<file path="src/logic/csw_pkg.sv">
/*
  csw_pkg: offsets, field positions, reset values and timing counts for the
  clock synthesizer control bytes 8 to 13 and the watchdog.
  Assumes a 20 MHz system clock.
*/
`default_nettype none

package csw_pkg;

  // register offsets
  localparam logic [7:0] OFF_CLOCK_REQUEST_GATING      = 8'h08;
  localparam logic [7:0] OFF_DYN_FREQ_MSB_SMOOTH_SWITCH = 8'h09;
  localparam logic [7:0] OFF_DYN_FREQ_ONE_LOW          = 8'h0a;
  localparam logic [7:0] OFF_DYN_FREQ_TWO_LOW          = 8'h0b;
  localparam logic [7:0] OFF_DYN_FREQ_THREE_LOW        = 8'h0c;
  localparam logic [7:0] OFF_WATCHDOG_CONTROL          = 8'h0d;

  // clock_request_gating fields
  localparam int BIT_PAIR7_REQUEST_GATE = 7;
  localparam int BIT_PAIR6_REQUEST_GATE = 6;
  localparam int BIT_PAIR5_REQUEST_GATE = 5;
  localparam int BIT_PAIR4_REQUEST_GATE = 4;

  // dyn_freq_msb_smooth_switch fields
  localparam int BIT_DYN_MULT_THREE_MSB     = 7;
  localparam int BIT_DYN_MULT_TWO_MSB       = 6;
  localparam int BIT_DYN_MULT_ONE_MSB       = 5;
  localparam int BIT_SMOOTH_SWITCH_BYPASS   = 2;
  localparam int BIT_SMOOTH_SWITCH_PLL_SEL  = 1;

  // watchdog_control fields
  localparam int BIT_RECOVERY_SOURCE        = 7;
  localparam int BIT_TIMEOUT_ACTION         = 6;
  localparam int BIT_TIME_SCALE             = 5;
  localparam int BIT_WATCHDOG_ALARM_FLAG    = 4;
  localparam int BIT_TIMEOUT_MULTIPLE_HI    = 3;
  localparam int BIT_TIMEOUT_MULTIPLE_LO    = 1;
  localparam int BIT_WATCHDOG_ENABLE        = 0;

  // dynamic frequency codes
  localparam logic [1:0] CODE_DYN_ONE   = 2'h1;
  localparam logic [1:0] CODE_DYN_TWO   = 2'h2;
  localparam logic [1:0] CODE_DYN_THREE = 2'h3;

  // reset values
  localparam logic [3:0] RST_REQUEST_GATES        = 4'h0;
  localparam logic [8:0] RST_DYN_MULT             = 9'h000;
  localparam logic       RST_SMOOTH_SWITCH_BYPASS = 1'b1;
  localparam logic       RST_SMOOTH_SWITCH_PLL_SEL = 1'b0;
  localparam logic       RST_RECOVERY_SOURCE      = 1'b0;
  localparam logic       RST_TIMEOUT_ACTION       = 1'b0;
  localparam logic       RST_TIME_SCALE           = 1'b1;
  localparam logic [2:0] RST_TIMEOUT_MULTIPLE     = 3'h0;
  localparam logic       RST_WATCHDOG_ENABLE      = 1'b0;

  // timing
  localparam int  CLK_HZ              = 20_000_000;
  localparam real TIME_SCALE_SHORT_MS = 294.0;
  localparam real TIME_SCALE_LONG_S   = 2.34;
  localparam int  SHORT_BASE_CYCLES   = int'(TIME_SCALE_SHORT_MS * 1.0e-3 * CLK_HZ);
  localparam int  LONG_BASE_CYCLES    = int'(TIME_SCALE_LONG_S * CLK_HZ);
  localparam logic [3:0] RESET_PULSE_CYCLES = 4'h8;

endpackage : csw_pkg

`default_nettype wire

</file>
<file path="src/logic/csw_control_regs.sv">
/*
  csw_control_regs: control bytes 8 to 13 of the clock synthesizer: request
  gating of differential pairs 4..7, dynamic CPU multipliers, smooth switch
  and watchdog. Assumes the serial management host has already decoded its
  transfer into byte reads and writes on the register port.
*/
//
// What this block does
// - pin b stops pairs 5, 4 when gated
// - frequency code 01/10/11 picks multiplier one/two/three
// - multipliers nine bits, msb in shared byte
// - bypass bit, one at reset, disables smooth switch
// - select bit steers smooth switch CPU or peripheral
// - recovery source: hardware straps or programmed multiplier
// - timeout pulses reset; action bit picks reload
// - time base 294 ms or 2.34 s, reset one
// - alarm set on timeout, cleared with multiple field
// - timeout equals multiple times base; 000 test
// - enable starts watchdog loading multiple; clear stops
// - autorecovery bit selects automatic or manual recovery
// - dynamic multipliers apply only when enabled
`default_nettype none

module csw_control_regs #(
  parameter int SHORT_BASE_CYCLES = csw_pkg::SHORT_BASE_CYCLES,
  parameter int LONG_BASE_CYCLES  = csw_pkg::LONG_BASE_CYCLES
) (
  input  wire logic       clk,                         // 20 MHz system clock
  input  wire logic       rst_n,                       // synchronous reset, active low
  input  wire logic [7:0] reg_addr,                    // byte offset
  input  wire logic       reg_wr_en,                   // byte write strobe
  input  wire logic [7:0] reg_wr_data,                 // byte write data
  input  wire logic       reg_rd_en,                   // byte read strobe
  output var  logic [7:0] reg_rd_data,                 // read data, valid cycle after strobe
  input  wire logic       clock_request_pin_a_n,       // first request pin, low requests clock
  input  wire logic       clock_request_pin_b_n,       // second request pin, low requests clock
  output var  logic [3:0] pair_clock_enable,           // pairs 7..4 running
  input  wire logic [1:0] dyn_freq_code,               // dynamic frequency code
  input  wire logic       dyn_freq_enable,             // dynamic frequency enable
  output var  logic       dyn_mult_active,             // a stored multiplier is applied
  output var  logic [8:0] dyn_mult_applied,            // applied multiplier
  output var  logic       smooth_switch_active,        // gradual transition logic on
  output var  logic       smooth_switch_pll_select,    // 0 cpu pll, 1 periph reference pll
  input  wire logic       autorecovery_mode,           // 1 automatic, 0 manual recovery
  output var  logic       recovery_use_programmed,     // reboot uses programmed multiplier
  output var  logic       recovery_reload,             // pulse: reload recovery frequency
  output var  logic       recovery_pending,            // manual recovery awaits host
  output var  logic       system_reset_out_n           // system reset, active low
);

  logic [3:0] gate_q;
  logic [3:0] gate_d;
  logic [8:0] mult_one_q;
  logic [8:0] mult_one_d;
  logic [8:0] mult_two_q;
  logic [8:0] mult_two_d;
  logic [8:0] mult_three_q;
  logic [8:0] mult_three_d;
  logic       bypass_q;
  logic       bypass_d;
  logic       pll_sel_q;
  logic       pll_sel_d;
  logic       rec_src_q;
  logic       rec_src_d;
  logic       action_q;
  logic       action_d;
  logic       scale_q;
  logic       scale_d;
  logic       alarm_q;
  logic       alarm_d;
  logic [2:0] multiple_q;
  logic [2:0] multiple_d;
  logic       wdog_on_q;
  logic       wdog_on_d;
  logic [7:0] rd_data_q;
  logic [7:0] rd_data_d;
  logic [3:0] pair_en_q;
  logic [3:0] pair_en_d;
  logic       mult_active_q;
  logic       mult_active_d;
  logic [8:0] mult_applied_q;
  logic [8:0] mult_applied_d;
  logic [3:0] rst_cnt_q;
  logic [3:0] rst_cnt_d;
  logic       reload_q;
  logic       reload_d;
  logic       pending_q;
  logic       pending_d;

  logic       wr_wd;
  logic       wd_load;
  logic       tick_short;
  logic       tick_long;
  logic       base_tick;
  logic       timeout;

  assign wr_wd   = reg_wr_en && (reg_addr == csw_pkg::OFF_WATCHDOG_CONTROL);
  assign wd_load = wr_wd && reg_wr_data[csw_pkg::BIT_WATCHDOG_ENABLE];
  assign base_tick = scale_q ? tick_long : tick_short;

  csw_tick_divider #(
    .PERIOD (SHORT_BASE_CYCLES)
  ) u_div_short (
    .clk   (clk),
    .rst_n (rst_n),
    .clear (wd_load),
    .tick  (tick_short)
  );

  csw_tick_divider #(
    .PERIOD (LONG_BASE_CYCLES)
  ) u_div_long (
    .clk   (clk),
    .rst_n (rst_n),
    .clear (wd_load),
    .tick  (tick_long)
  );

  csw_watchdog u_watchdog (
    .clk      (clk),
    .rst_n    (rst_n),
    .load     (wd_load),
    .enable   (wdog_on_d),
    .multiple (wr_wd ? reg_wr_data[csw_pkg::BIT_TIMEOUT_MULTIPLE_HI:csw_pkg::BIT_TIMEOUT_MULTIPLE_LO]
                     : multiple_q),
    .tick     (base_tick),
    .timeout  (timeout)
  );

  // register writes
  always_comb begin
    gate_d       = gate_q;
    mult_one_d   = mult_one_q;
    mult_two_d   = mult_two_q;
    mult_three_d = mult_three_q;
    bypass_d     = bypass_q;
    pll_sel_d    = pll_sel_q;
    rec_src_d    = rec_src_q;
    action_d     = action_q;
    scale_d      = scale_q;
    multiple_d   = multiple_q;
    wdog_on_d    = wdog_on_q;
    alarm_d      = alarm_q;
    if (reg_wr_en) begin
      case (reg_addr)
        csw_pkg::OFF_CLOCK_REQUEST_GATING: begin
          gate_d = reg_wr_data[csw_pkg::BIT_PAIR7_REQUEST_GATE:csw_pkg::BIT_PAIR4_REQUEST_GATE];
        end
        csw_pkg::OFF_DYN_FREQ_MSB_SMOOTH_SWITCH: begin
          mult_one_d[8]   = reg_wr_data[csw_pkg::BIT_DYN_MULT_ONE_MSB];
          mult_two_d[8]   = reg_wr_data[csw_pkg::BIT_DYN_MULT_TWO_MSB];
          mult_three_d[8] = reg_wr_data[csw_pkg::BIT_DYN_MULT_THREE_MSB];
          bypass_d        = reg_wr_data[csw_pkg::BIT_SMOOTH_SWITCH_BYPASS];
          pll_sel_d       = reg_wr_data[csw_pkg::BIT_SMOOTH_SWITCH_PLL_SEL];
        end
        csw_pkg::OFF_DYN_FREQ_ONE_LOW: begin
          mult_one_d[7:0] = reg_wr_data;
        end
        csw_pkg::OFF_DYN_FREQ_TWO_LOW: begin
          mult_two_d[7:0] = reg_wr_data;
        end
        csw_pkg::OFF_DYN_FREQ_THREE_LOW: begin
          mult_three_d[7:0] = reg_wr_data;
        end
        csw_pkg::OFF_WATCHDOG_CONTROL: begin
          rec_src_d  = reg_wr_data[csw_pkg::BIT_RECOVERY_SOURCE];
          action_d   = reg_wr_data[csw_pkg::BIT_TIMEOUT_ACTION];
          scale_d    = reg_wr_data[csw_pkg::BIT_TIME_SCALE];
          multiple_d = reg_wr_data[csw_pkg::BIT_TIMEOUT_MULTIPLE_HI:csw_pkg::BIT_TIMEOUT_MULTIPLE_LO];
          wdog_on_d  = reg_wr_data[csw_pkg::BIT_WATCHDOG_ENABLE];
          if (multiple_d == 3'h0) begin
            alarm_d = 1'b0;
          end
        end
        default: begin
        end
      endcase
    end
    // a timeout in the clearing cycle keeps the alarm
    if (timeout) begin
      alarm_d = 1'b1;
    end
  end

  // read path; reserved bits read zero
  always_comb begin
    rd_data_d = rd_data_q;
    if (reg_rd_en) begin
      case (reg_addr)
        csw_pkg::OFF_CLOCK_REQUEST_GATING:       rd_data_d = {gate_q, 4'h0};
        csw_pkg::OFF_DYN_FREQ_MSB_SMOOTH_SWITCH: rd_data_d = {mult_three_q[8], mult_two_q[8], mult_one_q[8],
                                                              2'h0, bypass_q, pll_sel_q, 1'b0};
        csw_pkg::OFF_DYN_FREQ_ONE_LOW:           rd_data_d = mult_one_q[7:0];
        csw_pkg::OFF_DYN_FREQ_TWO_LOW:           rd_data_d = mult_two_q[7:0];
        csw_pkg::OFF_DYN_FREQ_THREE_LOW:         rd_data_d = mult_three_q[7:0];
        csw_pkg::OFF_WATCHDOG_CONTROL:           rd_data_d = {rec_src_q, action_q, scale_q, alarm_q,
                                                              multiple_q, wdog_on_q};
        default:                                 rd_data_d = 8'h00;
      endcase
    end
  end

  // pair gating and multiplier selection
  always_comb begin
    pair_en_d[3] = !(gate_q[3] && clock_request_pin_a_n);
    pair_en_d[2] = !(gate_q[2] && clock_request_pin_a_n);
    pair_en_d[1] = !(gate_q[1] && clock_request_pin_b_n);
    pair_en_d[0] = !(gate_q[0] && clock_request_pin_b_n);
    mult_active_d  = dyn_freq_enable && (dyn_freq_code != 2'h0);
    mult_applied_d = mult_applied_q;
    case (dyn_freq_code)
      csw_pkg::CODE_DYN_ONE:   mult_applied_d = mult_one_q;
      csw_pkg::CODE_DYN_TWO:   mult_applied_d = mult_two_q;
      csw_pkg::CODE_DYN_THREE: mult_applied_d = mult_three_q;
      default:                 mult_applied_d = mult_applied_q;
    endcase
    if (!dyn_freq_enable) begin
      mult_applied_d = mult_applied_q;
    end
  end

  // timeout consequences
  always_comb begin
    rst_cnt_d = rst_cnt_q;
    reload_d  = 1'b0;
    pending_d = pending_q;
    if (timeout) begin
      rst_cnt_d = csw_pkg::RESET_PULSE_CYCLES;
      if (!action_q) begin
        if (autorecovery_mode) begin
          reload_d = 1'b1;
        end else begin
          pending_d = 1'b1;
        end
      end
    end else begin
      if (rst_cnt_q != 4'h0) begin
        rst_cnt_d = rst_cnt_q - 4'h1;
      end
      if (wr_wd) begin
        pending_d = 1'b0;
      end
    end
  end

  always_ff @(posedge clk) begin
    if (!rst_n) begin
      gate_q         <= csw_pkg::RST_REQUEST_GATES;
      mult_one_q     <= csw_pkg::RST_DYN_MULT;
      mult_two_q     <= csw_pkg::RST_DYN_MULT;
      mult_three_q   <= csw_pkg::RST_DYN_MULT;
      bypass_q       <= csw_pkg::RST_SMOOTH_SWITCH_BYPASS;
      pll_sel_q      <= csw_pkg::RST_SMOOTH_SWITCH_PLL_SEL;
      rec_src_q      <= csw_pkg::RST_RECOVERY_SOURCE;
      action_q       <= csw_pkg::RST_TIMEOUT_ACTION;
      scale_q        <= csw_pkg::RST_TIME_SCALE;
      alarm_q        <= 1'b0;
      multiple_q     <= csw_pkg::RST_TIMEOUT_MULTIPLE;
      wdog_on_q      <= csw_pkg::RST_WATCHDOG_ENABLE;
      rd_data_q      <= 8'h00;
      pair_en_q      <= 4'hf;
      mult_active_q  <= 1'b0;
      mult_applied_q <= csw_pkg::RST_DYN_MULT;
      rst_cnt_q      <= 4'h0;
      reload_q       <= 1'b0;
      pending_q      <= 1'b0;
    end else begin
      gate_q         <= gate_d;
      mult_one_q     <= mult_one_d;
      mult_two_q     <= mult_two_d;
      mult_three_q   <= mult_three_d;
      bypass_q       <= bypass_d;
      pll_sel_q      <= pll_sel_d;
      rec_src_q      <= rec_src_d;
      action_q       <= action_d;
      scale_q        <= scale_d;
      alarm_q        <= alarm_d;
      multiple_q     <= multiple_d;
      wdog_on_q      <= wdog_on_d;
      rd_data_q      <= rd_data_d;
      pair_en_q      <= pair_en_d;
      mult_active_q  <= mult_active_d;
      mult_applied_q <= mult_applied_d;
      rst_cnt_q      <= rst_cnt_d;
      reload_q       <= reload_d;
      pending_q      <= pending_d;
    end
  end

  assign reg_rd_data              = rd_data_q;
  assign pair_clock_enable        = pair_en_q;
  assign dyn_mult_active          = mult_active_q;
  assign dyn_mult_applied         = mult_applied_q;
  assign smooth_switch_active     = !bypass_q;
  assign smooth_switch_pll_select = pll_sel_q;
  assign recovery_use_programmed  = rec_src_q;
  assign recovery_reload          = reload_q;
  assign recovery_pending         = pending_q;
  assign system_reset_out_n       = (rst_cnt_q == 4'h0);

endmodule : csw_control_regs

`default_nettype wire

</file>
<file path="src/logic/csw_tick_divider.sv">
/*
  csw_tick_divider: free counter giving a one-cycle enable every PERIOD clocks.
  Assumes clear restarts the period from zero.
*/
`default_nettype none

module csw_tick_divider #(
  parameter int PERIOD = 16
) (
  input  wire logic clk,    // system clock
  input  wire logic rst_n,  // synchronous reset, active low
  input  wire logic clear,  // restart the period
  output var  logic tick    // one-cycle pulse per period
);

  logic [31:0] count_q;
  logic [31:0] count_d;

  always_comb begin
    tick    = (count_q == 32'(PERIOD - 1));
    count_d = (clear || tick) ? 32'h0000_0000 : count_q + 32'h0000_0001;
  end

  always_ff @(posedge clk) begin
    if (!rst_n) begin
      count_q <= 32'h0000_0000;
    end else begin
      count_q <= count_d;
    end
  end

endmodule : csw_tick_divider

`default_nettype wire

</file>
<file path="src/logic/csw_watchdog.sv">
/*
  csw_watchdog: counts time-base ticks down from the loaded multiple and
  pulses timeout once. Assumes tick is a one-cycle enable.
*/
`default_nettype none

module csw_watchdog (
  input  wire logic       clk,       // system clock
  input  wire logic       rst_n,     // synchronous reset, active low
  input  wire logic       load,      // arm with multiple
  input  wire logic       enable,    // watchdog enable level
  input  wire logic [2:0] multiple,  // ticks to expiry
  input  wire logic       tick,      // time-base enable
  output var  logic       timeout    // one-cycle expiry pulse
);

  logic [2:0] remain_q;
  logic [2:0] remain_d;
  logic       armed_q;
  logic       armed_d;

  always_comb begin
    remain_d = remain_q;
    armed_d  = armed_q;
    timeout  = 1'b0;
    if (!enable) begin
      armed_d = 1'b0;
    end else if (load) begin
      remain_d = multiple;
      armed_d  = 1'b1;
    end else if (armed_q && tick) begin
      // code 000 (test) expires on the first tick
      if (remain_q <= 3'h1) begin
        timeout = 1'b1;
        armed_d = 1'b0;
      end else begin
        remain_d = remain_q - 3'h1;
      end
    end
  end

  always_ff @(posedge clk) begin
    if (!rst_n) begin
      remain_q <= 3'h0;
      armed_q  <= 1'b0;
    end else begin
      remain_q <= remain_d;
      armed_q  <= armed_d;
    end
  end

endmodule : csw_watchdog

`default_nettype wire

</file>
<file path="config.mk">
export PLATFORM = sky130hd
export DESIGN_NAME = csw_control_regs
export DESIGN_NICKNAME = d
export VERILOG_FILES = /design/src/logic/csw_pkg.sv /design/src/logic/csw_control_regs.sv /design/src/logic/csw_tick_divider.sv /design/src/logic/csw_watchdog.sv
export SDC_FILE = /design/constraint.sdc
export NUM_CORES = 1
export LEC_CHECK = 0
export BUFFER_PORTS_ARGS = -buffer_cell sky130_fd_sc_hd__buf_4
export CAP_MARGIN = 20
export CORE_MARGIN = 1.5
export CORE_UTILIZATION = 25
export CTS_CLUSTER_SIZE = 28
export DETAILED_ROUTE_END_ITERATION = 6
export GPL_TIMING_DRIVEN = 0
export PLACE_DENSITY_LB_ADDON = 0.08
export SYNTH_ARGS = -nofsm -noshare
export SYNTH_HDL_FRONTEND = slang
export SYNTH_SLANG_ARGS = --single-unit
export TNS_END_PERCENT = 50
</file>
<file path="constraint.sdc">
create_clock -name clk -period 2.35 [get_ports clk]
set_input_delay 0.1175 -clock clk [delete_from_list [all_inputs] [get_ports clk]]
set_output_delay 0.1175 -clock clk [all_outputs]
set_load 0.05 [all_outputs]
</file>
* Yosys cells after proc, flatten, opt, wreduce, memory -nomap -nowiden
Cells that the tools add are included.
** Cells by class
- Mux-type cells :: 27
- Order comparisons :: 1
- Add/subtract/negate cells :: 4
- Equal/unequal tests :: 14
- Bitwise logic cells :: 2
- Reduce and logical (&&, ||, !) cells :: 43
** Operators with widths (count)
- $add 32x1->32 const B :: 2
- $eq 8x4->1 const B :: 6
- $pmux 8 s6 :: 1
- $eq 32x23->1 const B :: 1
- $eq 32x26->1 const B :: 1
- $pmux 9 s3 :: 1
- $mux 1 :: 19
- $reduce_and 2->1 :: 9
- $reduce_bool 2->1 :: 8
- $mux 3 :: 4
- $reduce_and 3->1 :: 3
- $logic_and 1x1->1 :: 8
- $mux 4 :: 2
- $ne 2x2->1 const B :: 3
- $reduce_or 2->1 :: 3
- $logic_not 1->1 :: 5
- $eq 2x2->1 const B :: 2
- $logic_not 4->1 :: 1
- $reduce_bool 4->1 :: 1
- $sub 4x1->4 const B :: 1
- $le 3x1->1 const B :: 1
- $logic_not 3->1 :: 1
- $reduce_bool 3->1 :: 1
- $reduce_or 3->1 :: 1
- other kinds (4) :: 6
** Word-level totals
- Flip-flop bits (word level) :: 137
- Input port bits :: 26
- Output and inout port bits :: 28
- Word-level logic and storage cells :: 118

* Depth between registers and ports, before layout
Gate-level depths: netlist of the first run.
- Depth after elaboration :: 8
- Mapped depth :: 8
- Mapped depth without buffers :: 7

* Modules after synthesis
From an unflattened synthesis of the first run, not the netlist that was laid out.
** Unflattened totals
- Cell total of the unflattened synthesis :: 740
- Area total of the unflattened synthesis :: 6565.0 sq um
** Modules (own cells, without submodules)
- csw_control_regs :: instances 1, cells each 350, area an instance 3139.3 sq um
- csw_tick_divider (u_div_long) :: instances 1, cells each 183, area an instance 1622.8 sq um
- csw_tick_divider (u_div_short) :: instances 1, cells each 176, area an instance 1519.0 sq um
- csw_watchdog :: instances 1, cells each 31, area an instance 284.0 sq um

* Worst setup path after synthesis of the first run
OpenSTA, ideal clock, no wires.
- Kind :: reg2reg
- From :: register rst_cnt_q[0]
- To :: register rst_cnt_q[1]
- Cell stages (with the launch flop) :: 6
- Path buffers :: 0
- Arrival time :: 2.271 ns
- Setup slack :: -0.037 ns
- Clock period less this slack :: 2.387 ns
- Path through :: dfxtp_1 inv_1 ha_1 nor3b_1 o21ai_0 and3_1
** Between the ends
- Word-level cells in the longest chain between the ends :: 1
- Elaborated cells between the ends (all ways) :: 2
** RTL lines
- from (decl) :: line csw_control_regs.sv:83 : logic [3:0] rst_cnt_q;
- from (signal assigned) :: line csw_control_regs.sv:284 : rst_cnt_q <= rst_cnt_d;
- $sub 4x1->4 / $reduce_bool 4->1 (equally long branches) :: line csw_control_regs.sv:238, csw_control_regs.sv:237
Parallel ways exist; a longest one is shown, timed or not.
A chain may end at the register's enable or synchronous reset.

* Final worst setup path of the first run
- From :: register u_div_short.count_q[28]
- To :: register rst_cnt_q[2]
** Between the ends
- Word-level cells in the longest chain between the ends :: 7
** RTL lines
- from (decl) :: line csw_tick_divider.sv:16 : logic [31:0] count_q;
- from (signal assigned) :: line csw_tick_divider.sv:28 : count_q <= count_d;
- $eq 32x23->1 :: line csw_tick_divider.sv:20 : tick = (count_q == 32'(PERIOD - 1));
- $mux 1 :: line csw_control_regs.sv:99 : assign base_tick = scale_q ? tick_long : tick_short;
- $logic_and 1x1->1 :: line csw_watchdog.sv:31 : end else if (armed_q && tick) begin
- $mux 1 :: line csw_watchdog.sv:31
- $mux 1 :: line csw_watchdog.sv:28 : end else if (load) begin
- $mux 1 :: line csw_watchdog.sv:26 : if (!enable) begin
- $reduce_or 2->1 (no line)
No other way between the ends.

==> impl_metrics.tcl, run 1 <==
set metrics [dict create \
    status "completed" \
    post_drt_wl_per_cell_um 15.58 \
    timing.setup.critical_path_class "reg2reg" \
    critPathCaptureType "flip-flop" \
    hold_violations_final 0 \
    grt-ovfl-total 0 \
    cap_viol_max_count 0 \
    fp.dieH_um 160.8 \
    grt.total_usage_pct 13.93 \
    htree_num_levels 4 \
    clock-sinks 137 \
    post_synth_instance_area_um2 6227 \
    first_iter_violations 254 \
    synth.largest_area_cell "sky130_fd_sc_hd__dfxtp_1" \
    portBuffers 52 \
    finalClockSkew_ns 0.008874 \
    grt_start_max_net_pins 17 \
    clock_insertion_delay_worst_skew_ns 0.42 \
    synth_async_sr_flop_share_pct 0 \
    n_antenna_cell 0 \
    areaGrowthSynthToFinish_pct 25.06 \
    slowest_delay_ns 0.40 \
    setup_tns_ns 0 \
    placement_rows 57 \
    power.ir.vdd_worst_mv 0.3540 \
    wire_length_of_the_first_global_routing_pass_um 27980 \
    min_path_type "in2reg" \
    num_vias 5152 \
    chip_width_um 160.8 \
    synth.yosys.seq_area_share_pct 44.04 \
    worstSetupStartpointType "flip-flop" \
    route.detailed.drc 0 \
    primary_ff_master_synth "sky130_fd_sc_hd__dfxtp_1" \
    post_drt_via_cell_ratio 4.588 \
    worst_pin_slew_ns 0.8377 \
    drv_slew 0 \
    synth_edf_count 0 \
    yosysTopAreaCellShare_pct 44.04 \
    final_period_minus_worst_setup_slack_ns 2.158 \
    leakagePower_nw 3.043 \
    cts_root_buffer "sky130_fd_sc_hd__clkbuf_16" \
    gp_congestion 0.7953 \
    syn-instance-count 709 \
    yosysUniqueCellTypes 49 \
    die_area_um2 25860 \
    clk_transition_reported_paths_ns 0.06 \
    cts-root-to-sink-buffers 2 \
    worst-endpoint-arrival_ns 2.47 \
    synthesis.nets 740 \
    filler_cell_count 2617 \
    timing.final.crit_share_pct 91.82 \
    placeableCoreArea_um2 24390 \
    yosys_warnings 0 \
    drive_gt1_share_pct 14.89 \
    stdcell_count 1123 \
    detail_route.first_pass.iterations 4 \
    power.density_cell_area_nw_per_um2 730.2 \
    route.antenna.remaining_nets 0 \
    initial_core_util_pct 25.53 \
    worst_ep_required_time_ns 2.66 \
    setup_viol_count_final 0 \
    finish.net_count 818 \
    slowest_stage_cell_on_the_critical_path "sky130_fd_sc_hd__nor4_1" \
    design_power_mw 5.686 \
    worst-path-max-fanout 7 \
    dpl.hpwl_um 12790 \
    maxSlewHeadroom_pct 44.15 \
    tritoncts "done" \
    synth.avg_cell_area_um2 8.783 \
    rsz0062_at_grt "false" \
    grt_antenna_before_repair 0 \
    max_freq_mhz 463.5 \
    postSynthRegisterBits 137 \
    placed_instances 1085 \
    drt_total_wl_um 17500 \
    top_level_ports 54 \
    yosys-top-cells-area "sky130_fd_sc_hd__dfxtp_1 44%, sky130_fd_sc_hd__mux2i_1 8.0%, sky130_fd_sc_hd__xor2_1 5.1%" \
    vias_in_the_first_global_route 5142 \
    cts_inserted_buffers 17 \
    timing.critical_path.cells "nor4_1 > nand4_1 > nor4_1 > a31o_2 > nand4_1 > buf_4 > and3_1" \
]
-- timing repair --
action,in CTS,in global routing
pin swaps,0,2
hold endpoints to repair,9,0
setup buffers,0,3
hold buffers,6,0
setup endpoints to repair,27,33
resized for setup,5,7
-- metal layers --
| metal | vias up | global-route usage [%] | routed length, um |
|---|---|---|---|
| li1 | 2605 | - | - |
| met1 | 2469 | 16.41 | 7875 |
| met2 | 63 | 25.25 | 8970 |
| met3 | 15 | 3.022 | 448 |
| met4 | 0 | 4.040 | 203 |
| met5 | - | 0 | 0 |
-- power by group --
| part | switching, mW | internal, mW | leakage [nW] |
|---|---|---|---|
| combinational | 0.305 | 0.187 | 1.64 |
| clock | 1.04 | 1.75 | 0.298 |
| sequential | 0.0352 | 2.37 | 1.11 |
-- synthesized netlist by cell type, types with 22 or more instances --
cell type	instances
sky130_fd_sc_hd__xor2_1	36
sky130_fd_sc_hd__nor2b_1	27
sky130_fd_sc_hd__xnor2_1	22
sky130_fd_sc_hd__dfxtp_1	137
sky130_fd_sc_hd__inv_1	23
sky130_fd_sc_hd__clkbuf_1	24
sky130_fd_sc_hd__nand3_1	40
sky130_fd_sc_hd__o21ai_0	28
sky130_fd_sc_hd__nand4_1	22
sky130_fd_sc_hd__mux2i_1	50
sky130_fd_sc_hd__nand2_1	63
sky130_fd_sc_hd__nor2_1	78
-- worst max-delay path: cells and delay by family, from the launching register on --
| family | cells | cell delay (ns) |
|---|---|---|
| DFF | 1 | 0.35 |
| AOI/OAI and AO/OA | 1 | 0.17 |
| and+or+nand+nor | 5 | 1.33 |
| buffers and inverters | 1 | 0.20 |
-- flip-flops by register name (all words and copies together), names as in the netlist, 3 cells and up --
register,cells
u_div_short.count_q,32
dyn_mult_applied,9
reg_rd_data,8
multiple_q,3
gate_q,4
mult_three_q,9
pair_clock_enable,4
u_div_long.count_q,32
mult_two_q,9
mult_one_q,9
rst_cnt_q,4
u_watchdog.remain_q,3
-- layout by cell type, fill, tap and decap left out, types with 16 or more instances in the layout --
cell type | netlist | routed
sky130_fd_sc_hd__dfxtp_1 | 137 | 137
sky130_fd_sc_hd__nor2_1 | 78 | 77
sky130_fd_sc_hd__nand2_1 | 63 | 63
sky130_fd_sc_hd__buf_4 | 0 | 55
sky130_fd_sc_hd__mux2i_1 | 50 | 50
sky130_fd_sc_hd__nand3_1 | 40 | 40
sky130_fd_sc_hd__xor2_1 | 36 | 36
sky130_fd_sc_hd__o21ai_0 | 28 | 28
sky130_fd_sc_hd__nor2b_1 | 27 | 27
sky130_fd_sc_hd__inv_1 | 23 | 23
sky130_fd_sc_hd__clkbuf_1 | 24 | 22
sky130_fd_sc_hd__nand4_1 | 22 | 22
sky130_fd_sc_hd__xnor2_1 | 22 | 22
sky130_fd_sc_hd__a21oi_1 | 21 | 21
sky130_fd_sc_hd__and3_1 | 21 | 21
sky130_fd_sc_hd__clkbuf_16 | 0 | 17
sky130_fd_sc_hd__a21boi_0 | 16 | 16
-- path summary, 6_finish.rpt --
kind / start / end / slack, ns / cells past startpoint
setup / recovery: u_div_short.count_q[28]$_SDFF_PP0_ / rst_cnt_q[2]$_SDFFE_PP0N_ / 0.19 / 7
setup reg to reg: u_div_short.count_q[28]$_SDFF_PP0_ / rst_cnt_q[2]$_SDFFE_PP0N_ / 0.19 / 7
hold reg to reg: gate_q[0]$_SDFFE_PN0P_ / pair_clock_enable[0]$_SDFF_PN1_ / 0.42 / 1
hold / removal: reg_wr_data[1] / multiple_q[0]$_SDFFE_PN0N_ / 0.03 / 3
-- cells by family after synthesis --
| family | share of synthesized area (%) |
|---|---|
| XOR/XNOR | 8.157 |
| AO/OA/AOI/OAI | 9.002 |
| buffers and inverters | 3.576 |
| multiplexers | 8.760 |
| adder cells (fa/ha/maj) | 1.005 |
| AND/OR/NAND/NOR | 25.46 |
| flip-flops | 44.04 |
-- stage by stage --
stage	utilization (%)	hold slack, ns	area (um2)	worst slack (ns)
floorplan	-	0.2022	6232	0.4200
global placement	28.81	0.3292	7028	-0.1398
detailed placement	28.81	0.3300	7028	-0.1649
CTS	31.70	0.004162	7731	0.01470
global route	31.93	0.02762	7787	0.004761
finish	31.93	0.02790	7787	0.1923
-- cell type report --
type                       count  area, um2  share of cell area (%)
multi-input combinational    515       3336                   42.83
clock buffer                  20      466.7                   5.993
inverter                      24      90.09                   1.157
sequential                   137       2743                   35.22
clock inverter                11      146.4                   1.880
timing repair buffer          61      473.0                   6.073
buffer                        31      127.6                   1.639
tap                          324      405.4                   5.206
Note: power is estimated with default switching activity, not from simulation.
==> run 2, diff against run 1 <==
--- a/config.mk
+++ b/config.mk
@@ -7,12 +7,12 @@
 export LEC_CHECK = 0
 export BUFFER_PORTS_ARGS = -buffer_cell sky130_fd_sc_hd__buf_4
 export CAP_MARGIN = 20
-export CORE_MARGIN = 1.5
+export CORE_ASPECT_RATIO = 2
+export CORE_MARGIN = 8
 export CORE_UTILIZATION = 25
 export CTS_CLUSTER_SIZE = 28
 export DETAILED_ROUTE_END_ITERATION = 6
 export GPL_TIMING_DRIVEN = 0
-export PLACE_DENSITY_LB_ADDON = 0.08
 export SYNTH_ARGS = -nofsm -noshare
 export SYNTH_HDL_FRONTEND = slang
 export SYNTH_SLANG_ARGS = --single-unit
==> run 2 against run 1 <==
- power fell by 2.0%
- clock-buffer cell count unchanged
- core utilization shrank 0.66 points
- die area rose by 18%
- setup slack lost 0.054 ns
- cell count is 1.2% higher
- register-to-register slack got worse by 0.05 ns
==> impl_metrics.tcl, run 2 (synthesis gave the netlist of run 1 again) <==
set metrics [dict create \
    switching_share_pct 24.80 \
    detail_route.first_pass.iterations 5 \
    drive_gt1_share_pct 14.11 \
    status "completed" \
    p_switching_mw 1.382 \
    areaGrowthSynthToFinish_pct 24.67 \
    clock_insertion_delay_worst_skew_ns 0.42 \
    worst-endpoint-arrival_ns 2.57 \
    vias_in_the_first_global_route 5061 \
    timing.final.crit_share_pct 94.13 \
    slowest_delay_ns 0.42 \
    post_drt_via_cell_ratio 4.624 \
    layout.cells.most_common "sky130_fd_sc_hd__dfxtp_1" \
    finalClockSkew_ns 0.008060 \
    min_path_type "in2reg" \
    finish.net_count 819 \
    power.ir.vdd_worst_mv 0.5391 \
    power.density_cell_area_nw_per_um2 717.7 \
    die_area_um2 30520 \
    drv_slew 0 \
    ff_to_ff_path_depth 7 \
    fp.dieH_um 239.2 \
    timing.critical_path.cells "and3_1 > clkbuf_1 > nand4_1 > or3_1 > buf_2 > or3_1 > a21oi_1" \
    placeableCoreArea_um2 24830 \
    max_freq_mhz 452.1 \
    num_vias 5258 \
    first_iter_violations 379 \
    leakagePower_nw 3.012 \
    n_antenna_cell 0 \
    cts_inserted_buffers 17 \
    clock_group_share_of_total_power_pct 48.0 \
    stdcell_count 1137 \
    worst-path-max-fanout 9 \
    setup.reg_to_reg.worst_slack_ns 0.14 \
    dpl.hpwl_um 11700 \
    seqPwrFrac_pct 43.2 \
    critical-path-top-cell-by-count "sky130_fd_sc_hd__or3_1" \
    hold_violations_final 0 \
    htree_num_levels 4 \
    timing.setup.critical_path_class "reg2reg" \
    worst_ep_required_time_ns 2.71 \
    r2r_start "u_div_long.count_q[13]$_SDFF_PP0_" \
    final_period_minus_worst_setup_slack_ns 2.212 \
    route.detailed.drc 0 \
    rsz0062_at_grt "true" \
    layout.core_utilization_pct 31.27 \
    worstSetupStartpointType "flip-flop" \
    route.antenna.remaining_nets 0 \
    clk_transition_reported_paths_ns 0.06 \
    setup_viol_count_final 0 \
    cap_viol_max_count 0 \
    slowest_stage_cell_on_the_critical_path "sky130_fd_sc_hd__dfxtp_1" \
    chip_width_um 127.6 \
    drt_total_wl_um 15950 \
    portBuffers 52 \
    largest_registers "u_div_long.count_q: 32 flops, u_div_short.count_q: 32 flops" \
    placement_rows 82 \
    cts_root_buffer "sky130_fd_sc_hd__clkbuf_16" \
    placed_instances 1097 \
    grt_antenna_before_repair 0 \
    post_drt_wl_per_cell_um 14.03 \
    clock-sinks 137 \
    setup_ws_ns 0.1380 \
    gp_congestion 0.8248 \
    critPathCaptureType "flip-flop" \
    maxSlewHeadroom_pct 47.88 \
    portion_of_total_power_attributed_to_combinational_logic_pct 8.8 \
    tritoncts "done" \
    dp_slack_ns -0.02917 \
    grt.total_usage_pct 10.58 \
    cts-root-to-sink-buffers 2 \
    cellInternalPower_mw 4.190 \
    top_level_ports 54 \
    layout_common_cells "137 x sky130_fd_sc_hd__dfxtp_1, 77 x sky130_fd_sc_hd__nor2_1, 63 x sky130_fd_sc_hd__nand2_1" \
    worst_pin_slew_ns 0.7758 \
    initial_core_util_pct 25.08 \
    grt-ovfl-total 0 \
    grt_start_max_net_pins 17 \
    worstReg2RegEnd "u_div_long.count_q[29]$_SDFF_PP0_" \
    wire_length_of_the_first_global_routing_pass_um 25770 \
    setup_tns_ns 0 \
    timing.critical_path.to "u_div_long.count_q[29]$_SDFF_PP0_" \
    startpoint "u_div_long.count_q[13]$_SDFF_PP0_" \
]
[run 2: cell types whose count changed in the layout (fill, tap and decap cells not counted), sizes merged]
cell         delta
dlygate4sd3     +2
bufinv          -1
clkinv          +1
inv             +1
buf             -1
[run 2: worst max-delay path, delay by kind of cell (launching register included)]
kind | cells | cell delay, ns
flops | 1 | 0.42
simple gates | 4 | 1.11
buf+inv | 2 | 0.47
compound gates | 1 | 0.14
[run 2: power groups by stage]
stage | clock network, mW | registers, mW | logic (mW)
finish | 2.67 | 2.41 | 0.492
global placement | 0 | 2.46 | 0.480
global route | 2.83 | 2.41 | 0.543
floorplan | 0 | 2.50 | 0.274
detailed placement | 0 | 2.46 | 0.486
CTS | 2.73 | 2.41 | 0.499
[run 2: repair_timing]
action                                  in CTS  in global routing
gates resized for setup                      0                  6
pin swaps                                    0                  1
hold endpoints to repair                    13                  0
setup buffers                                1                  0
hold buffers                                 8                  0
endpoints found under the setup margin       4                 21
[run 2: final cells by class]
type / instances / area (um2)
fillers: 2663 / 17070
multi-input cells: 515 / 3303
flip-flops and latches: 137 / 2743
repair buffers: 61 / 478.0
clock buffers: 20 / 456.7
well taps: 336 / 420.4
clock inverters: 12 / 143.9
plain buffers: 32 / 128.9
inverters: 24 / 90.09
[run 2: worst min-delay path by stage]
stage                                startpoint                                   to  slack, ns  cells after the start
after floorplan           clock_request_pin_b_n      pair_clock_enable[0]$_SDFF_PN1_       0.20                      1
after detailed placement  clock_request_pin_b_n      pair_clock_enable[1]$_SDFF_PN1_       0.33                      2
final                            reg_wr_data[6]         mult_three_q[6]$_SDFFE_PN0P_       0.02                      3
after global placement    clock_request_pin_b_n      pair_clock_enable[1]$_SDFF_PN1_       0.33                      2
after CTS                        reg_wr_data[3]           multiple_q[2]$_SDFFE_PN0N_     0.0002                      3
after global routing             reg_wr_data[3]  u_watchdog.remain_q[2]$_SDFFE_PN0P_      0.007                      3
[run 2: stage by stage]
stage | area [um2] | total power, mW | hold slack, ns
2_1_floorplan | 6232 | 2.772 | 0.2022
4_1_cts | 7731 | 5.633 | 0.0001621
3_3_place_gp | 7043 | 2.935 | 0.3298
5_1_grt | 7764 | 5.788 | 0.006871
6_report | 7764 | 5.572 | 0.01945
3_5_place_dp | 7043 | 2.943 | 0.3269
[run 2: per-layer routing]
metal	GRT usage, %	up-vias	share of wire (%)
met5	0	-	0
met4	3.771	0	1.5
met3	3.122	21	5.5
met2	16.96	120	46
met1	13.14	2498	47
li1	-	2619	-
==> run 3, diff against run 2 <==
--- a/config.mk
+++ b/config.mk
@@ -15,5 +15,6 @@
 export GPL_TIMING_DRIVEN = 0
 export SYNTH_ARGS = -nofsm -noshare
 export SYNTH_HDL_FRONTEND = slang
+export SYNTH_HIERARCHICAL = 1
 export SYNTH_SLANG_ARGS = --single-unit
 export TNS_END_PERCENT = 50
==> run 3 against run 2 <==
- the run now ends with negative setup slack left
- sequential power is essentially flat
- setup slack lost 0.14 ns
- global-route usage grew 1.1 points
- critical endpoint is now recovery_pending$_SDFFE_PN0P_
- largest cell class unchanged
- clock skew grew 0.0043 ns
- routed wire length grew 14%
- combinational power grew 16%
- non-clock buffer count grew 6
- flip-flop and latch count is the same
- power grew 3.4%
- via count grew 10%
- first-iteration DRC count shrank 5.5%
==> impl_metrics.tcl, run 3 <==
set metrics [dict create \
    final_design_area_no_fill_um2 8150 \
    worstReg2RegEnd "recovery_pending$_SDFFE_PN0P_" \
    timing.setup.critical_path_class "reg2reg" \
    drt_total_wl_um 18110 \
    worstSetupStartpointType "flip-flop" \
    htree_num_levels 4 \
    yosysTopAreaCellShare_pct 41.78 \
    switching_share_pct 27.05 \
    filler_cell_count 2804 \
    portion_of_netlist_area_occupied_by_mux_cells_pct 6.061 \
    first_iter_violations 358 \
    layout.cells.most_common "sky130_fd_sc_hd__dfxtp_1" \
    final_period_minus_worst_setup_slack_ns 2.352 \
    timing.final.crit_share_pct 100.1 \
    stdcell_count 1176 \
    setup_viol_count_final 1 \
    route.antenna.remaining_nets 0 \
    finalClockSkew_ns 0.01236 \
    synth.yosys.seq_area_share_pct 41.78 \
    worst_ep_required_time_ns 2.72 \
    worst-endpoint-arrival_ns 2.72 \
    ff_latch_area_um2 2748 \
    grt_antenna_before_repair 0 \
    yosys.area_share.xor_xnor_pct 5.737 \
    leakagePower_nw 2.877 \
    layout_common_cells "133 x sky130_fd_sc_hd__dfxtp_1, 60 x sky130_fd_sc_hd__nand2_1, 55 x sky130_fd_sc_hd__nor2_1" \
    n_antenna_cell 0 \
    tritoncts "done" \
    synthesis.nets 772 \
    synth.largest_area_cell "sky130_fd_sc_hd__dfxtp_1" \
    die_area_um2 32020 \
    grt_start_max_net_pins 17 \
    detail_route.first_pass.iterations 5 \
    placeableCoreArea_um2 26070 \
    post_drt_via_cell_ratio 4.922 \
    num_vias 5788 \
    clock_insertion_delay_worst_skew_ns 0.43 \
    maxSlewHeadroom_pct 38.11 \
    cts_inserted_buffers 17 \
    fp.dieH_um 245.2 \
    max_freq_mhz 425.2 \
    yosys-top-cells-area "sky130_fd_sc_hd__dfxtp_1 42%, sky130_fd_sc_hd__mux2i_1 5.0%, sky130_fd_sc_hd__nand3_1 4.1%" \
    combinational_family_with_the_most_area_after_synthesis "simple AND/OR/NAND/NOR gates" \
    synthMostInstantiatedCell "sky130_fd_sc_hd__dfxtp_1" \
    area_of_combinational_cells_with_multiple_inputs_um2 3633 \
    post_synth_instance_area_um2 6565 \
    cap_viol_max_count 0 \
    timing.hold.worst.start "reg_wr_data[1]" \
    placed_instances 1133 \
    setup_ws_ns -0.001657 \
    worst_pin_slew_ns 0.9212 \
    cts-root-to-sink-buffers 2 \
    dpl.hpwl_um 13170 \
    detailed_place.area_um2 7390 \
    drv_slew 0 \
    clock-sinks 137 \
    r2r_start "u_div_long/count_q[28]$_SDFF_PP0_" \
    grt-ovfl-total 0 \
    cts_root_buffer "sky130_fd_sc_hd__clkbuf_16" \
    startpoint "u_div_long/count_q[28]$_SDFF_PP0_" \
    clk_transition_reported_paths_ns 0.06 \
    cellInternalPower_mw 4.201 \
    route.detailed.drc 0 \
    wire_length_of_the_first_global_routing_pass_um 29500 \
    primary_ff_master_synth "sky130_fd_sc_hd__dfxtp_1" \
    drive_gt1_share_pct 16.95 \
    yosys_warnings 6 \
    yosysUniqueCellTypes 61 \
    seqPwrFrac_pct 42.1 \
    placement_rows 84 \
    p_switching_mw 1.558 \
    largest_registers "u_div_long/count_q: 32 flops, u_div_short/count_q: 32 flops" \
    power.ir.vdd_worst_mv 0.3982 \
    status "finished, violations left" \
    worst-path-max-fanout 6 \
    power.density_cell_area_nw_per_um2 706.5 \
    violated_checks "negative setup slack" \
    postSynthRegisterBits 137 \
    portBuffers 49 \
    initial_core_util_pct 25.19 \
    vias_in_the_first_global_route 5638 \
    min_path_type "in2reg" \
    rsz0062_at_grt "true" \
    chip_width_um 130.6 \
    synth_compound_area_share_pct 14.48 \
    synth_async_sr_flop_share_pct 0 \
    grt.total_usage_pct 11.63 \
    hold_violations_final 0 \
    setup.reg_to_reg.worst_slack_ns -0.002 \
    critPathCaptureType "flip-flop" \
    synth_adder_area_share_pct 1.144 \
    synth_simple_gate_area_share_pct 27.04 \
    gp_congestion 0.8791 \
    synth.avg_cell_area_um2 8.872 \
    synth_edf_count 0 \
    portion_of_total_power_attributed_to_combinational_logic_pct 9.9 \
    finish.net_count 851 \
    syn-instance-count 740 \
    synth_common_cells "137 x sky130_fd_sc_hd__dfxtp_1, 60 x sky130_fd_sc_hd__nand2_1, 56 x sky130_fd_sc_hd__nor2_1" \
    timing.critical_path.to "recovery_pending$_SDFFE_PN0P_" \
    ff_to_ff_path_depth 8 \
    post_drt_wl_per_cell_um 15.40 \
    areaGrowthSynthToFinish_pct 24.15 \
    clock_group_share_of_total_power_pct 48.0 \
    top_level_ports 54 \
]
==> run 3: changes by cell type in the layout (fill, tap and decap cells not counted), sizes merged, moves of 8 or more <==
| cell | change |
|---|---|
| nand2b | +8 |
| o31ai | +11 |
| and3 | -16 |
| o21ai | +18 |
| or4 | +14 |
| mux2i | -17 |
| nor2 | -22 |
| a211oi | +15 |
| nor3 | +15 |
| nand3 | +16 |
| xor2 | -17 |
==> run 3: metrics by stage <==
| step | hold WS (ns) | util, % | power, mW | TNS (ns) | setup WS, ns |
|---|---|---|---|---|---|
| after global routing | 0.02419 | 31.27 | 5.970 | -0.08046 | -0.08046 |
| final | 0.01978 | 31.27 | 5.758 | -0.001657 | -0.001657 |
| after detailed placement | 0.3233 | 28.35 | 3.031 | -7.672 | -0.4371 |
| after CTS | 0.005396 | 31.13 | 5.818 | 0 | 0.002299 |
| after global placement | 0.3224 | 28.35 | 3.017 | -5.989 | -0.4076 |
| after floorplan | 0.2017 | - | 2.843 | -0.2182 | -0.09630 |
==> run 3: timing repair <==
item                                    CTS  global route
setup buffers                             2             0
pin swaps                                 1             1
endpoints found under the hold margin    19             0
gates resized for setup                   3            12
endpoints found under the setup margin   21            16
hold buffers                              9             0
==> run 3: worst min path at each step <==
stage                                                 end  slack (ns)  cells after the start
floorplan                 pair_clock_enable[0]$_SDFF_PN1_        0.20                      1
global placement          pair_clock_enable[1]$_SDFF_PN1_        0.32                      2
detailed placement        pair_clock_enable[1]$_SDFF_PN1_        0.32                      2
CTS                          mult_three_q[1]$_SDFFE_PN0P_       0.005                      3
global route        smooth_switch_pll_select$_SDFFE_PN0P_        0.02                      3
finish                       mult_three_q[1]$_SDFFE_PN0P_        0.02                      3
==> run 3: metal layers <==
layer / part of all wire [%] / up-vias / wire length (um) / track usage [%]
met5: 0 / - / 0 / 0
met3: 5.8 / 35 / 1042 / 3.000
met4: 2.5 / 0 / 459 / 5.267
met2: 47 / 153 / 8519 / 18.45
li1: - / 2857 / - / -
met1: 45 / 2743 / 8092 / 14.35
==> run 3: power groups by stage <==
| stage | logic, mW | clock network [mW] | registers (mW) |
|---|---|---|---|
| final | 0.569 | 2.77 | 2.42 |
| after global placement | 0.549 | 0 | 2.47 |
| after detailed placement | 0.557 | 0 | 2.47 |
| after floorplan | 0.335 | 0 | 2.51 |
| after global routing | 0.620 | 2.92 | 2.43 |
| after CTS | 0.573 | 2.82 | 2.42 |
==> run 3: kinds of logic (layout without fill, tap and decap cells) <==
family          after synthesis  count (layout)
fa+ha+maj                     6               6
flops                       137             137
xor+xnor                     43              43
buf+inv                      53             145
mux                          39              39
compound gates              137             137
simple gates                325             325
==> run 3: final cells by class <==
type / instances / area share, %
Multi-Input combinational cell: 550 / 44.58
Buffer: 39 / 2.533
Clock buffer: 17 / 5.220
Sequential cell: 137 / 33.71
Timing Repair Buffer: 60 / 5.803
Tap cell: 344 / 5.281
Inverter: 14 / 0.6448
Clock inverter: 15 / 2.226
==> run 3: critical path, stage by stage (launching register included) <==
cell,delay (ns)
sky130_fd_sc_hd__dfxtp_2,0.34
sky130_fd_sc_hd__or3_4,0.39
sky130_fd_sc_hd__or3_4,0.36
sky130_fd_sc_hd__nor4_4,0.25
sky130_fd_sc_hd__clkbuf_8,0.19
sky130_fd_sc_hd__mux2_4,0.15
sky130_fd_sc_hd__and4_4,0.25
sky130_fd_sc_hd__nor3b_2,0.16
sky130_fd_sc_hd__o221a_2,0.20
